## src/hw/gcc_pkg.sv

```systemverilog
// package for the gauge configuration and compensation block
// assumes one 25 MHz clock and byte-wide configuration bytes
package gcc_pkg;
	localparam logic [7:0] ADDR_STANDBY_EDV_TEMP_COEFFICIENT = 8'h79;
	localparam logic [7:0] ADDR_FILTER_SD = 8'h7A;
	localparam logic [7:0] ADDR_AGING_TAPER = 8'h7B;
	localparam logic [7:0] ADDR_PACK_OPT = 8'h7C;
	localparam logic [7:0] ADDR_AGE_EDV = 8'h7D;
	// field positions
	localparam int INITIAL_STANDBY_CURRENT_LSB = 4;
	localparam int DMF_LSB = 4;
	localparam int AGING_EN_BIT = 7;
	localparam int GP_EN_BIT = 7;
	localparam int QV_LSB = 5;
	localparam int BOARD_OFFSET_LSB = 2;
	localparam int FIXED_DISCHARGE_COMP_BIT = 1;
	localparam int FIXED_TEMP_COMP_BIT = 0;
	localparam int GAF_LSB = 6;
	// fixed compensation bytes
	localparam logic [7:0] FIXED_DISCHARGE_COMP = 8'h6C;
	localparam logic [7:0] FIXED_TEMP_COMP = 8'h46;
	// charge termination voltages, mV
	localparam logic [15:0] QV_MV_0 = 16'd3968;
	localparam logic [15:0] QV_MV_1 = 16'd4016;
	localparam logic [15:0] QV_MV_2 = 16'd4064;
	localparam logic [15:0] QV_MV_3 = 16'd4112;
	// scales in 0.01 uV: current counts, filter steps, taper steps
	localparam logic [15:0] CUR_LSB_CUV = 16'd357;
	localparam logic [15:0] DMF_LSB_CUV = 16'd490;
	localparam logic [15:0] TAPER_LSB_CUV = 16'd22800;
	localparam int INITIAL_STANDBY_CURRENT_TO_SI_SHIFT = 4;
	localparam int SD_FRACTION_SHIFT = 9;
	localparam int AGE_FRACTION_SHIFT = 10;
	localparam logic [3:0] SD_PER_AGE_STEP = 4'd8;
	localparam logic [15:0] EDV_MV_PER_COUNT = 16'd8;
	localparam logic [15:0] EDV_FLOOR_MARGIN_MV = 16'd32;
	localparam int EDV_TEMP_COEFFICIENT_SHIFT = 7;
	localparam int AGE_GAIN_SHIFT = 9;
	// timing
	localparam longint CLK_HZ = 25000000;
	localparam longint SI_PERIOD_MS = 5120;
	localparam longint SI_PERIOD_CYC = SI_PERIOD_MS * (CLK_HZ / 1000);
	localparam longint SD_UNIT_S = 10485;
	localparam longint SD_UNIT_CYC = SD_UNIT_S * CLK_HZ;
	typedef struct packed {
		logic [7:0] standby_init_edv_temp_cfg;
		logic [7:0] filter_selfdischarge_cfg;
		logic [7:0] aging_fullcharge_current_cfg;
		logic [7:0] pack_options_cfg;
		logic [7:0] age_gain_edv_rate_cfg;
	} gcc_cfg_t;
	typedef struct packed {
		logic [15:0] average_current;
		logic discharging;
		logic charging;
		logic signed [7:0] temp_c;
		logic [15:0] volt_mv;
		logic [15:0] design_cap;
		logic [15:0] nominal_available_capacity;
		logic [15:0] first_empty_threshold;
		logic [15:0] final_empty_threshold;
		logic [15:0] cycles_total;
	} gcc_meas_t;
endpackage

```

## src/hw/gcc_config_comp.sv

```systemverilog
// gauge configuration decode and compensation
// assumes gauge measurements are synchronous and nv image stable at reset
`timescale 1ns/1ps
module gcc_config_comp #(
	parameter longint SI_PERIOD_CYC = gcc_pkg::SI_PERIOD_CYC,
	parameter longint SD_UNIT_CYC = gcc_pkg::SD_UNIT_CYC
) (
	// clock and reset
	input wire logic i_clk,
	input wire logic i_rst_b,
	// nonvolatile image, taken at reset
	input wire gcc_pkg::gcc_cfg_t i_nv,
	// configuration access
	input wire logic i_cfg_wr,
	input wire logic i_update_pack_config_cmd,
	input wire logic [7:0] i_cfg_addr,
	input wire logic [7:0] i_cfg_wdata,
	output logic [7:0] o_cfg_rdata,
	// mode register pin enable access
	input wire logic i_gp_en_wr,
	input wire logic i_gp_en_wdata,
	// other programmed bytes
	input wire logic [7:0] i_discharge_comp_byte,
	input wire logic [7:0] i_temp_comp_byte,
	// gauge state
	input wire gcc_pkg::gcc_meas_t i_meas,
	input wire logic signed [7:0] i_internal_offset,
	input wire logic i_charged_full,
	input wire logic i_cycles_since_learning_inc,
	// general purpose pin
	input wire logic i_gp_i,
	output logic o_gp_o,
	output logic o_gp_oe,
	output logic o_gp_pin_input_enable,
	output logic o_gp_pin_status,
	// standby and filter
	output logic [15:0] o_standby_current,
	output logic [3:0] o_activity_filter_threshold,
	output logic o_learn_disqualified,
	// self-discharge and aging
	output logic o_nac_reduce,
	output logic [15:0] o_nac_reduce_amt,
	output logic o_lmd_reduce,
	output logic [15:0] o_lmd_reduce_amt,
	// charge termination
	output logic [6:0] o_taper_threshold,
	output logic [15:0] o_term_voltage_mv,
	output logic o_full_charge,
	// compensation
	output logic signed [7:0] o_offset_total,
	output logic [7:0] o_eff_discharge_comp,
	output logic [7:0] o_eff_temp_comp,
	output logic [23:0] o_aged_discharge_gain,
	output logic [15:0] o_compensated_edv,
	output logic [15:0] o_first_empty_eff
);
	gcc_pkg::gcc_cfg_t cfg_ff;
	logic gp_en_ff;
	logic [15:0] si_ff;
	logic [2:0] sd_cnt_ff;
	logic cycles_since_learning_odd_ff;

	// field views
	logic [2:0] initial_standby_current;
	logic [3:0] edv_temp_coefficient;
	logic [3:0] activity_filter_threshold;
	logic [3:0] self_discharge_rate;
	logic aging_en;
	logic [1:0] age_factor;
	logic [5:0] edv_rate_gain;
	logic [7:0] eff_discharge_comp_byte;
	logic [7:0] eff_temp_comp_byte;
	logic [4:0] discharge_gain;
	logic [4:0] temperature_gain;
	logic signed [8:0] toff_c;
	logic [8:0] deficit;
	logic cold;

	assign initial_standby_current = cfg_ff.standby_init_edv_temp_cfg[gcc_pkg::INITIAL_STANDBY_CURRENT_LSB +: 3];
	assign edv_temp_coefficient = cfg_ff.standby_init_edv_temp_cfg[3:0];
	assign activity_filter_threshold = cfg_ff.filter_selfdischarge_cfg[gcc_pkg::DMF_LSB +: 4];
	assign self_discharge_rate = cfg_ff.filter_selfdischarge_cfg[3:0];
	assign aging_en = cfg_ff.aging_fullcharge_current_cfg[gcc_pkg::AGING_EN_BIT];
	assign age_factor = cfg_ff.age_gain_edv_rate_cfg[gcc_pkg::GAF_LSB +: 2];
	assign edv_rate_gain = cfg_ff.age_gain_edv_rate_cfg[5:0];
	assign eff_discharge_comp_byte = cfg_ff.pack_options_cfg[gcc_pkg::FIXED_DISCHARGE_COMP_BIT] ?
		gcc_pkg::FIXED_DISCHARGE_COMP : i_discharge_comp_byte;
	assign eff_temp_comp_byte = cfg_ff.pack_options_cfg[gcc_pkg::FIXED_TEMP_COMP_BIT] ?
		gcc_pkg::FIXED_TEMP_COMP : i_temp_comp_byte;
	assign discharge_gain = eff_discharge_comp_byte[7:3];
	assign temperature_gain = eff_temp_comp_byte[7:3];
	assign toff_c = $signed({5'h0, eff_temp_comp_byte[2:0], 1'b0});
	assign cold = $signed({i_meas.temp_c[7], i_meas.temp_c}) < toff_c;
	assign deficit = cold ? 9'(toff_c - $signed({i_meas.temp_c[7], i_meas.temp_c})) : 9'h0;

	// configuration shadow, reloaded from the nv image on reset
	always_ff @(posedge i_clk) begin
		if (!i_rst_b) begin
			cfg_ff <= i_nv;
		end else if (i_cfg_wr || i_update_pack_config_cmd) begin
			case (i_cfg_addr)
				gcc_pkg::ADDR_STANDBY_EDV_TEMP_COEFFICIENT:
					cfg_ff.standby_init_edv_temp_cfg <= {1'b0, i_cfg_wdata[6:0]};
				gcc_pkg::ADDR_FILTER_SD: cfg_ff.filter_selfdischarge_cfg <= i_cfg_wdata;
				gcc_pkg::ADDR_AGING_TAPER: cfg_ff.aging_fullcharge_current_cfg <= i_cfg_wdata;
				gcc_pkg::ADDR_PACK_OPT: cfg_ff.pack_options_cfg <= i_cfg_wdata;
				gcc_pkg::ADDR_AGE_EDV: cfg_ff.age_gain_edv_rate_cfg <= i_cfg_wdata;
				default: cfg_ff <= cfg_ff;
			endcase
		end
	end

	always_ff @(posedge i_clk) begin
		if (!i_rst_b) begin
			o_cfg_rdata <= 8'h00;
		end else begin
			case (i_cfg_addr)
				gcc_pkg::ADDR_STANDBY_EDV_TEMP_COEFFICIENT: o_cfg_rdata <= cfg_ff.standby_init_edv_temp_cfg;
				gcc_pkg::ADDR_FILTER_SD: o_cfg_rdata <= cfg_ff.filter_selfdischarge_cfg;
				gcc_pkg::ADDR_AGING_TAPER: o_cfg_rdata <= cfg_ff.aging_fullcharge_current_cfg;
				gcc_pkg::ADDR_PACK_OPT: o_cfg_rdata <= cfg_ff.pack_options_cfg;
				gcc_pkg::ADDR_AGE_EDV: o_cfg_rdata <= cfg_ff.age_gain_edv_rate_cfg;
				default: o_cfg_rdata <= 8'h00;
			endcase
		end
	end

	// pin enable: only reset and the mode register move it
	always_ff @(posedge i_clk) begin
		if (!i_rst_b) begin
			gp_en_ff <= i_nv.pack_options_cfg[gcc_pkg::GP_EN_BIT];
		end else if (i_gp_en_wr) begin
			gp_en_ff <= i_gp_en_wdata;
		end
	end

	always_ff @(posedge i_clk) begin
		if (!i_rst_b) begin
			o_gp_o <= 1'b0;
			o_gp_oe <= 1'b0;
			o_gp_pin_input_enable <= 1'b0;
			o_gp_pin_status <= 1'b0;
		end else begin
			o_gp_o <= 1'b0;
			o_gp_oe <= 1'b0;
			o_gp_pin_input_enable <= gp_en_ff;
			o_gp_pin_status <= gp_en_ff ? i_gp_i : 1'b0;
		end
	end

	// standby current estimate
	logic si_tick;
	logic [25:0] ai_cuv;
	logic [25:0] dmf_cuv;
	logic [15:0] initial_standby_current_si;
	logic si_window;

	assign initial_standby_current_si = {9'h0, initial_standby_current, 4'h0};
	assign ai_cuv = 26'(i_meas.average_current * gcc_pkg::CUR_LSB_CUV);
	assign dmf_cuv = 26'(activity_filter_threshold * gcc_pkg::DMF_LSB_CUV);
	assign si_window = i_meas.discharging && (ai_cuv > dmf_cuv) &&
		({1'b0, i_meas.average_current} <= {initial_standby_current_si, 1'b0});

	gcc_interval_timer #(.W(48)) u_si_timer (
		.i_clk(i_clk),
		.i_rst_b(i_rst_b),
		.i_en(1'b1),
		.i_step(48'h1),
		.i_limit(48'(SI_PERIOD_CYC)),
		.o_tick(si_tick)
	);

	always_ff @(posedge i_clk) begin
		if (!i_rst_b) begin
			si_ff <= {9'h0, i_nv.standby_init_edv_temp_cfg[gcc_pkg::INITIAL_STANDBY_CURRENT_LSB +: 3], 4'h0};
		end else if (si_tick && si_window) begin
			si_ff <= 16'(si_ff - (si_ff >> 4) + (i_meas.average_current >> 4));
		end
	end

	always_ff @(posedge i_clk) begin
		if (!i_rst_b) begin
			o_standby_current <= 16'h0;
			o_activity_filter_threshold <= 4'h0;
			o_learn_disqualified <= 1'b0;
		end else begin
			o_standby_current <= si_ff;
			o_activity_filter_threshold <= activity_filter_threshold;
			o_learn_disqualified <= {1'b0, i_meas.average_current} <= {initial_standby_current_si, 1'b0};
		end
	end

	// self-discharge band multiplier, in quarters
	logic [6:0] band_q;
	always_comb begin
		if (i_meas.temp_c >= 8'sd60) begin
			band_q = 7'd64;
		end else if (i_meas.temp_c >= 8'sd50) begin
			band_q = 7'd32;
		end else if (i_meas.temp_c >= 8'sd40) begin
			band_q = 7'd16;
		end else if (i_meas.temp_c >= 8'sd30) begin
			band_q = 7'd8;
		end else if (i_meas.temp_c >= 8'sd20) begin
			band_q = 7'd4;
		end else if (i_meas.temp_c >= 8'sd10) begin
			band_q = 7'd2;
		end else begin
			band_q = 7'd1;
		end
	end

	logic sd_tick;
	logic [47:0] sd_limit;
	assign sd_limit = 48'(self_discharge_rate * SD_UNIT_CYC * 4);

	gcc_interval_timer #(.W(48)) u_sd_timer (
		.i_clk(i_clk),
		.i_rst_b(i_rst_b),
		.i_en(!i_meas.charging),
		.i_step({41'h0, band_q}),
		.i_limit(sd_limit),
		.o_tick(sd_tick)
	);

	always_ff @(posedge i_clk) begin
		if (!i_rst_b) begin
			o_nac_reduce <= 1'b0;
			o_nac_reduce_amt <= 16'h0;
		end else begin
			o_nac_reduce <= sd_tick;
			o_nac_reduce_amt <= i_meas.nominal_available_capacity >> gcc_pkg::SD_FRACTION_SHIFT;
		end
	end

	// aging of full capacity
	logic sd_age_step;
	logic cyc_age_step;
	logic [15:0] age_unit;
	assign age_unit = i_meas.design_cap >> gcc_pkg::AGE_FRACTION_SHIFT;
	assign sd_age_step = sd_tick && (sd_cnt_ff == 3'(gcc_pkg::SD_PER_AGE_STEP - 4'd1));
	assign cyc_age_step = i_cycles_since_learning_inc && cycles_since_learning_odd_ff;

	always_ff @(posedge i_clk) begin
		if (!i_rst_b || i_charged_full) begin
			sd_cnt_ff <= 3'h0;
		end else if (sd_tick) begin
			sd_cnt_ff <= sd_cnt_ff + 3'h1;
		end
	end

	always_ff @(posedge i_clk) begin
		if (!i_rst_b) begin
			cycles_since_learning_odd_ff <= 1'b0;
		end else if (i_cycles_since_learning_inc) begin
			cycles_since_learning_odd_ff <= !cycles_since_learning_odd_ff;
		end
	end

	always_ff @(posedge i_clk) begin
		if (!i_rst_b) begin
			o_lmd_reduce <= 1'b0;
			o_lmd_reduce_amt <= 16'h0;
		end else begin
			o_lmd_reduce <= aging_en && (sd_age_step || cyc_age_step);
			o_lmd_reduce_amt <= (sd_age_step && cyc_age_step) ? 16'(age_unit << 1) : age_unit;
		end
	end

	// charge termination
	logic [15:0] qv_mv;
	logic [6:0] taper;
	assign taper = cfg_ff.aging_fullcharge_current_cfg[6:0];
	always_comb begin
		case (cfg_ff.pack_options_cfg[gcc_pkg::QV_LSB +: 2])
			2'b00: qv_mv = gcc_pkg::QV_MV_0;
			2'b01: qv_mv = gcc_pkg::QV_MV_1;
			2'b10: qv_mv = gcc_pkg::QV_MV_2;
			2'b11: qv_mv = gcc_pkg::QV_MV_3;
			default: qv_mv = gcc_pkg::QV_MV_0;
		endcase
	end

	always_ff @(posedge i_clk) begin
		if (!i_rst_b) begin
			o_taper_threshold <= 7'h0;
			o_term_voltage_mv <= 16'h0;
			o_full_charge <= 1'b0;
		end else begin
			o_taper_threshold <= taper;
			o_term_voltage_mv <= qv_mv;
			o_full_charge <= i_meas.charging && (i_meas.volt_mv >= qv_mv) &&
				(ai_cuv < 26'(taper * gcc_pkg::TAPER_LSB_CUV));
		end
	end

	// offset and compensation bytes
	logic signed [7:0] board_offset;
	assign board_offset = 8'(signed'(cfg_ff.pack_options_cfg[gcc_pkg::BOARD_OFFSET_LSB +: 3]));

	always_ff @(posedge i_clk) begin
		if (!i_rst_b) begin
			o_offset_total <= 8'sh0;
			o_eff_discharge_comp <= 8'h0;
			o_eff_temp_comp <= 8'h0;
		end else begin
			o_offset_total <= i_internal_offset + board_offset;
			o_eff_discharge_comp <= eff_discharge_comp_byte;
			o_eff_temp_comp <= eff_temp_comp_byte;
		end
	end

	// aged gain: discharge_gain * (1 + temperature_gain * cycles_total * gaf / 512)
	logic [41:0] age_term;
	assign age_term = discharge_gain * temperature_gain * i_meas.cycles_total * age_factor;

	always_ff @(posedge i_clk) begin
		if (!i_rst_b) begin
			o_aged_discharge_gain <= 24'h0;
		end else begin
			o_aged_discharge_gain <= 24'({19'h0, discharge_gain}
				+ (age_term >> gcc_pkg::AGE_GAIN_SHIFT));
		end
	end

	// first empty threshold compensation
	logic [39:0] edv_red_base;
	logic [39:0] edv_red;
	logic [15:0] edv_red_mv;
	logic [16:0] compensated_edv_raw;
	logic [15:0] compensated_edv;
	logic [16:0] floor_mv;

	assign edv_red_base = (i_meas.design_cap == 16'h0) ? 40'h0 :
		40'((gcc_pkg::EDV_MV_PER_COUNT * edv_rate_gain * i_meas.average_current)
		/ i_meas.design_cap);
	assign edv_red = edv_red_base + 40'((edv_red_base * edv_temp_coefficient * deficit)
		>> gcc_pkg::EDV_TEMP_COEFFICIENT_SHIFT);
	assign edv_red_mv = (edv_red > 40'h0FFFF) ? 16'hFFFF : edv_red[15:0];
	assign compensated_edv_raw = {1'b0, i_meas.first_empty_threshold} - {1'b0, edv_red_mv};
	assign compensated_edv = compensated_edv_raw[16] ? 16'h0 : compensated_edv_raw[15:0];
	assign floor_mv = {1'b0, i_meas.final_empty_threshold} + {1'b0, gcc_pkg::EDV_FLOOR_MARGIN_MV};

	always_ff @(posedge i_clk) begin
		if (!i_rst_b) begin
			o_compensated_edv <= 16'h0;
			o_first_empty_eff <= 16'h0;
		end else if (i_meas.discharging) begin
			o_compensated_edv <= compensated_edv;
			o_first_empty_eff <= ({1'b0, compensated_edv} > floor_mv) ? compensated_edv : floor_mv[15:0];
		end
	end
endmodule // gcc_config_comp

```

## src/hw/gcc_interval_timer.sv

```systemverilog
// interval timer: accumulates a step each clock that i_en is high, pulses at a limit
// assumes limit of zero means disabled
`timescale 1ns/1ps
module gcc_interval_timer #(
	parameter int W = 48
) (
	// clock and reset
	input wire logic i_clk,
	input wire logic i_rst_b,
	// control
	input wire logic i_en,
	input wire logic [W-1:0] i_step,
	input wire logic [W-1:0] i_limit,
	// event
	output logic o_tick
);
	logic [W-1:0] acc_ff;
	logic [W-1:0] nxt_acc;

	assign nxt_acc = acc_ff + i_step;

	always_ff @(posedge i_clk) begin
		if (!i_rst_b) begin
			acc_ff <= '0;
			o_tick <= 1'b0;
		end else if (i_en && (i_limit != '0)) begin
			o_tick <= (nxt_acc >= i_limit);
			acc_ff <= (nxt_acc >= i_limit) ? '0 : nxt_acc;
		end else begin
			o_tick <= 1'b0;
		end
	end
endmodule // gcc_interval_timer

```

## config.mk

```make
export PLATFORM = sky130hd
export DESIGN_NAME = gcc_config_comp
export DESIGN_NICKNAME = d
export VERILOG_FILES = /design/src/hw/gcc_pkg.sv /design/src/hw/gcc_config_comp.sv /design/src/hw/gcc_interval_timer.sv
export SDC_FILE = /design/constraint.sdc
export NUM_CORES = 2
export LEC_CHECK = 0
export BUFFER_PORTS_ARGS = -buffer_cell sky130_fd_sc_hd__buf_2
export CAP_MARGIN = 5
export CORE_ASPECT_RATIO = 1.2
export CORE_UTILIZATION = 65
export DETAILED_ROUTE_END_ITERATION = 6
export GPL_TIMING_DRIVEN = 0
export PLACE_DENSITY_LB_ADDON = 0.25
export SYNTH_ARGS = -nofsm -noshare
export SYNTH_HDL_FRONTEND = slang
export SYNTH_SLANG_ARGS = --single-unit
export TNS_END_PERCENT = 100
```

## constraint.sdc

```tcl
create_clock -name i_clk -period 209.4 [get_ports i_clk]
set_clock_uncertainty 0.05 [all_clocks]
set_input_delay 10.47 -clock i_clk [delete_from_list [all_inputs] [get_ports i_clk]]
set_output_delay 10.47 -clock i_clk [all_outputs]
set_load 0.1 [all_outputs]
```

# Yosys cells after proc, flatten, opt, wreduce, memory -nomap -nowiden
# Cells that the tools add are included.
[totals]
inputBits = 211
ff_bits = 328
word_cells = 150
[op_classes]
order_cmp = 15
reduce_logical = 30
div = 1
eq_ne = 17
n_mul = 10
n_bitwise = 1
mux = 28
add_sub_neg = 11
[ops]
columns = ["operator", "n"]
rows = [
  ["$mux W40", 3],
  ["$pmux W16 S4", 1],
  ["$mux W8", 7],
  ["$add A48 B1 Y48 const B", 1],
  ["$add A48 B7 Y48", 1],
  ["$ge A48 B27 Y1 const B", 1],
  ["$ge A48 B44 Y1", 1],
  ["$mux W16", 3],
  ["$mux W48", 1],
  ["$reduce_bool A48 Y1", 1],
  ["$add A40 B33 Y40", 1],
  ["$div A26 B16 Y40", 1],
  ["$eq A8 B7 Y1 const B", 5],
  ["$gt A40 B16 Y1 const B", 1],
  ["$mul A40 B4 Y40", 1],
  ["$mul A40 B9 Y40", 1],
  ["$pmux W8 S5", 1],
  ["$mul A4 B32 Y36 const B", 1],
  ["$mul A26 B2 Y28", 1],
  ["$mul A10 B16 Y26", 1],
  ["$gt A25 B13 Y1", 1],
  ["$lt A25 B22 Y1", 1],
  ["$mul A16 B9 Y25 const B", 1],
  ["$ge A8 B7 Y1 const B", 3],
  ["other kinds (38)", 73],
]

# Depth between registers and ports, before layout
[depth]
ltp_word = 12
mapped_depth = 794
mapped_depth_nobuf = 731

# By module
# A second synthesis with hierarchy kept.
[unflattened]
cells_unflattened = 11035
hier_area_um2 = 84272.1
[modules_own_cells]
columns = ["mod", "cells_per_inst", "n_inst", "area_each_um2"]
rows = [
  ["gcc_config_comp", 9533, 1, 72886.2],
  ["gcc_interval_timer", 751, 2, 5693.0],
]

# Least setup slack after synthesis
# No wires, ideal clock.
[synth_path]
path_type = "input to register"
from = "in i_meas[64] (netlist name)"
to = "reg o_first_empty_eff[1]"
arrival_ps = 156417
path_slack_ps = 52796
setup_ps = 137
cell_stages = 753
cell_sequence = "inv_1 -> ha_1 -> o211ai_1 -> nand2_1 -> and3_1 -> clkbuf_2 -> mux2_2 -> ha_1 -> a21oi_1 -> nand2_1 -> a21oi_1 -> or3_1 -> clkbuf_1 -> mux2i_1 -> inv_1 -> ha_1 -> o211a_1 -> o2111a_1 -> [717 not listed] -> nor2b_1 -> o21a_1 -> o21a_1 -> o21ai_0 -> nand2b_1 -> a21oi_1 -> nor2b_1 -> o21ai_0 -> nand2b_1 -> a21oi_1 -> o21ai_0 -> a21o_1 -> a21oi_1 -> nor2b_1 -> o21ai_1 -> clkbuf_1 -> mux2i_1 -> a211oi_1"
[synth_via]
elab_chain_len = 11
word_cells_on_any_way = 12
[synth_lines]
columns = ["element", "line_no", "text"]
rows = [
  ["start, declared", "gcc_config_comp.sv:26", "input wire gcc_pkg::gcc_meas_t i_meas,"],
  ["$div A26 B16 Y40 or $logic_not A16 Y1 (tied branches)", "gcc_config_comp.sv:336, gcc_config_comp.sv:334", ""],
  ["$mux W40 (*)", "gcc_config_comp.sv:334", "assign edv_red_base = (i_meas.design_cap == 16'h0) ? 40'h0 :"],
  ["$mul A40 B4 Y40", "gcc_config_comp.sv:337", "assign edv_red = edv_red_base + 40'((edv_red_base * edv_temp_coefficient * deficit)"],
  ["$mul A40 B9 Y40", "gcc_config_comp.sv:337", ""],
  ["$add A40 B33 Y40 (*)", "gcc_config_comp.sv:337", ""],
  ["$gt A40 B16 Y1", "gcc_config_comp.sv:339", "assign edv_red_mv = (edv_red > 40'h0FFFF) ? 16'hFFFF : edv_red[15:0];"],
  ["$mux W16 (*)", "gcc_config_comp.sv:339", ""],
  ["$sub A16 B16 Y17 (*)", "gcc_config_comp.sv:340", "assign compensated_edv_raw = {1'b0, i_meas.first_empty_threshold} - {1'b0, edv_red_mv};"],
  ["$mux W16 (*)", "gcc_config_comp.sv:341", "assign compensated_edv = compensated_edv_raw[16] ? 16'h0 : compensated_edv_raw[15:0];"],
  ["named net compensated_edv[1]", "gcc_config_comp.sv:331", "logic [15:0] compensated_edv;"],
  ["$gt A16 B17 Y1", "gcc_config_comp.sv:350", "o_first_empty_eff <= ({1'b0, compensated_edv} > floor_mv) ? compensated_edv : floor_mv[15:0];"],
  ["$mux W16 (*)", "gcc_config_comp.sv:350", ""],
  ["end signal, assigned", "gcc_config_comp.sv:350", ""],
  ["end, declared", "gcc_config_comp.sv:55", "output logic [15:0] o_first_empty_eff"],
]
# The timed path passes the listed nets; every way through them passes the cells marked *.
# A chain may end at the register's enable or synchronous reset.

==> impl_metrics.env <==
export IMPL_hold_end="si_ff[1]"
export IMPL_yosysMostFrequentCell="ha_1"
export IMPL_cts_resized=0
export IMPL_io_pins=382
export IMPL_crit_path_start_kind="primary input"
export IMPL_synthCells=10282
export IMPL_numCtsBuffers=27
export IMPL_ctsHoldBuffers=0
export IMPL_die_y_um=383
export IMPL_ys_seq_elements=295
export IMPL_antenna_found_initial=12
export IMPL_cpPeakStageDelay_ns=0.76
export IMPL_wire_per_inst_um=19.5
export IMPL_whs_ns=0.418
export IMPL_synth_xor_area_share_pct=7.10
export IMPL_worstSetupStartpoint="i_meas[64]"
export IMPL_viasPerCell=6.28
export IMPL_root_buffer="clkbuf_16"
export IMPL_crit_arrival_ns=193.90
export IMPL_synth_top_area_share_pct=17.0
export IMPL_drtPass1Iterations=6
export IMPL_grt_pass1_vias=76327
export IMPL_setup_violations=0
export IMPL_min_period_ns=193.46
export IMPL_die_w_um=319
export IMPL_fin_crit_sh_pct=92.4
export IMPL_path_class="in2reg"
export IMPL_drive_gt1_share_pct=7.61
export IMPL_slew_violations=0
export IMPL_clock_sink_count=295
export IMPL_synth_simple_area_share_pct=23.4
export IMPL_synthTopCellsByCount="ha_1, nor2_1, nand2_1"
export IMPL_globalplace_congestion=0.997
export IMPL_synth_area_leaders="ha_1, fa_1, dfxtp_1, nor2_1, nand2_1"
export IMPL_post_cts_buffers=0
export IMPL_maxSlewHeadroom_pct=13.3
export IMPL_async_flop_share_pct=0
export IMPL_rows=139
export IMPL_dieArea_mm2=0.122
export IMPL_gr_usage_all_layers_pct=38.1
export IMPL_synth_cell_types=141
export IMPL_grt_pass1_wl_um=382000
export IMPL_fillCellCount=10121
export IMPL_dp_hpwl_um=199000
export IMPL_drt_initial_drc_count=5420
export IMPL_ys_flop_type="dfxtp_1"
export IMPL_worst_slew_pin_slew_ns=1.28
export IMPL_setup_tns_ns=0
export IMPL_crit_top_cell="o21a_1"
export IMPL_grt_start_max_net_pins=41
export IMPL_cts_tree="done"
export IMPL_outcome="finished clean"
export IMPL_rr_worst_depth=672
export IMPL_ys_seq_area_share_pct=8.07
export IMPL_worstHoldStart="si_ff[1]"
export IMPL_synth_top_family_by_area="adder cells"
export IMPL_vias=77227
export IMPL_min_path_type="reg2reg"
export IMPL_routed_wl_um=239000
export IMPL_fmax_mhz=5.17
export IMPL_synth_edff_count=44
export IMPL_syn_area_mm2=0.0786
export IMPL_crit_fanout=40
export IMPL_portBuffers=320
export IMPL_muxShareOfSynthArea_pct=2.63
export IMPL_synth_fa_ha_area_share_pct=31.4
export IMPL_cap_violations=0
export IMPL_holdPathStages=2
export IMPL_drc_errors=0
export IMPL_slowest_stage="a21oi_1"
export IMPL_syn_to_final_growth_pct=6.42
export IMPL_clk_pin_slew_ns=0.08
export IMPL_regToRegStartpoint="cfg_ff[3]"
export IMPL_syn_area_per_cell_um2=7.65
export IMPL_synth_top_cell_by_area="ha_1"
export IMPL_worst_r2r_setup_slack_ns=51.45
export IMPL_r2r_end="o_first_empty_eff[5]"
export IMPL_ys_warn_count=0
export IMPL_synth_compound_area_share_pct=21.0
export IMPL_clkLatencyLatePin_ns=0.61
export IMPL_core_area_mm2=0.120
export IMPL_setup_worst_path_end_class="register"
export IMPL_start_util_pct=65.6
export IMPL_ant_nets=0
export IMPL_overflow=0
export IMPL_rsz0062_at_grt="no"
export IMPL_clockBufferDepth=3
export IMPL_hold_violations=0
export IMPL_num_nets_final=12557
export IMPL_required_ns=209.84
export IMPL_htreeDepth=1
-- registers in the layout, indices dropped and copies added, names as in the netlist, 16 cells and up --
signal                 flops
u_sd_timer.acc_ff         48
u_si_timer.acc_ff         48
o_standby_current         16
o_aged_discharge_gain     20
si_ff                     16
o_compensated_edv         16
o_first_empty_eff         16
cfg_ff                    30
-- cell families after synthesis --
logic type | count (synthesis)
buffers and inverters | 1284
multiplexers | 189
adder cells (fa/ha/maj) | 1637
other | 1
flip-flops | 295
AND/OR/NAND/NOR | 3769
XOR/XNOR | 637
AO/OA/AOI/OAI | 2470
-- metal layers --
| layer | up-vias | share of wire [%] | global-route usage, % |
|---|---|---|---|
| li1 | 36779 | - | - |
| met4 | 2 | 6.9 | 23.1 |
| met2 | 3001 | 48 | 67.1 |
| met3 | 822 | 6.4 | 4.20 |
| met5 | - | 0.0054 | 0 |
| met1 | 36623 | 39 | 44.2 |
-- critical path: cells and delay by family --
kind	cells	cell delay [ns]
muxes	11	4.05
adders and majority gates	64	23.51
xor gates and xnor gates	28	4.94
and+or+nand+nor	206	41.58
buffers and inverters	112	37.52
AOI/OAI and AO/OA	542	116.23
-- stage by stage --
stage	util, %	setup WS, ns	instances	cell area (um2)
2_1_floorplan	-	52.80	10349	78900
3_5_place_dp	69.0	19.41	12233	82700
6_report	69.8	15.94	12299	83700
5_1_grt	69.8	4.10	12294	83600
3_3_place_gp	68.8	21.33	12220	82400
4_1_cts	69.8	19.30	12283	83600
-- layout by cell type (no fill, tap or decap), drive strengths merged, types with 74 or more instances in the layout --
cell and count:
and3 133, dfxtp 251, nand2b 108, inv 940, nand4 99, or3 77
nand2 955, mux2i 78, o21ai 408, o21a 356, fa 563, a21oi 655
nand3 175, a21o 185, buf 442, o31ai 176, o21bai 121, xor2 249
xnor2 388, mux2 111, nor2b 125, clkbuf 269, ha 1070, nor3 441
a31oi 74, or2 127, nor2 1019, and2 330
-- final cells by class --
type                    instances  area (um2)  share of cell area (%)
clock buffers                  29         693                   0.829
multi-input cells            8770       67500                    80.7
repair buffers                335        1880                    2.25
inverters                     937        3520                    4.20
plain buffers                 347        1500                    1.79
well taps                    1551        1940                    2.32
flip-flops and latches        295        6350                    7.59
diodes                         14        35.0                  0.0419
clock inverters                21         239                   0.286
-- worst max-delay path by stage --
stage,end,slack [ns],cells after the start
6_report,o_first_empty_eff[5],15.94,963
5_1_grt,o_first_empty_eff[5],4.10,960
4_1_cts,o_first_empty_eff[5],19.30,962
3_5_place_dp,o_first_empty_eff[5],19.41,979
3_3_place_gp,o_first_empty_eff[5],21.33,1188
2_1_floorplan,o_first_empty_eff[1],52.80,1188
Power is not shown: default switching activity piles up to over one toggle a cycle in this logic, so the estimate is an artifact.
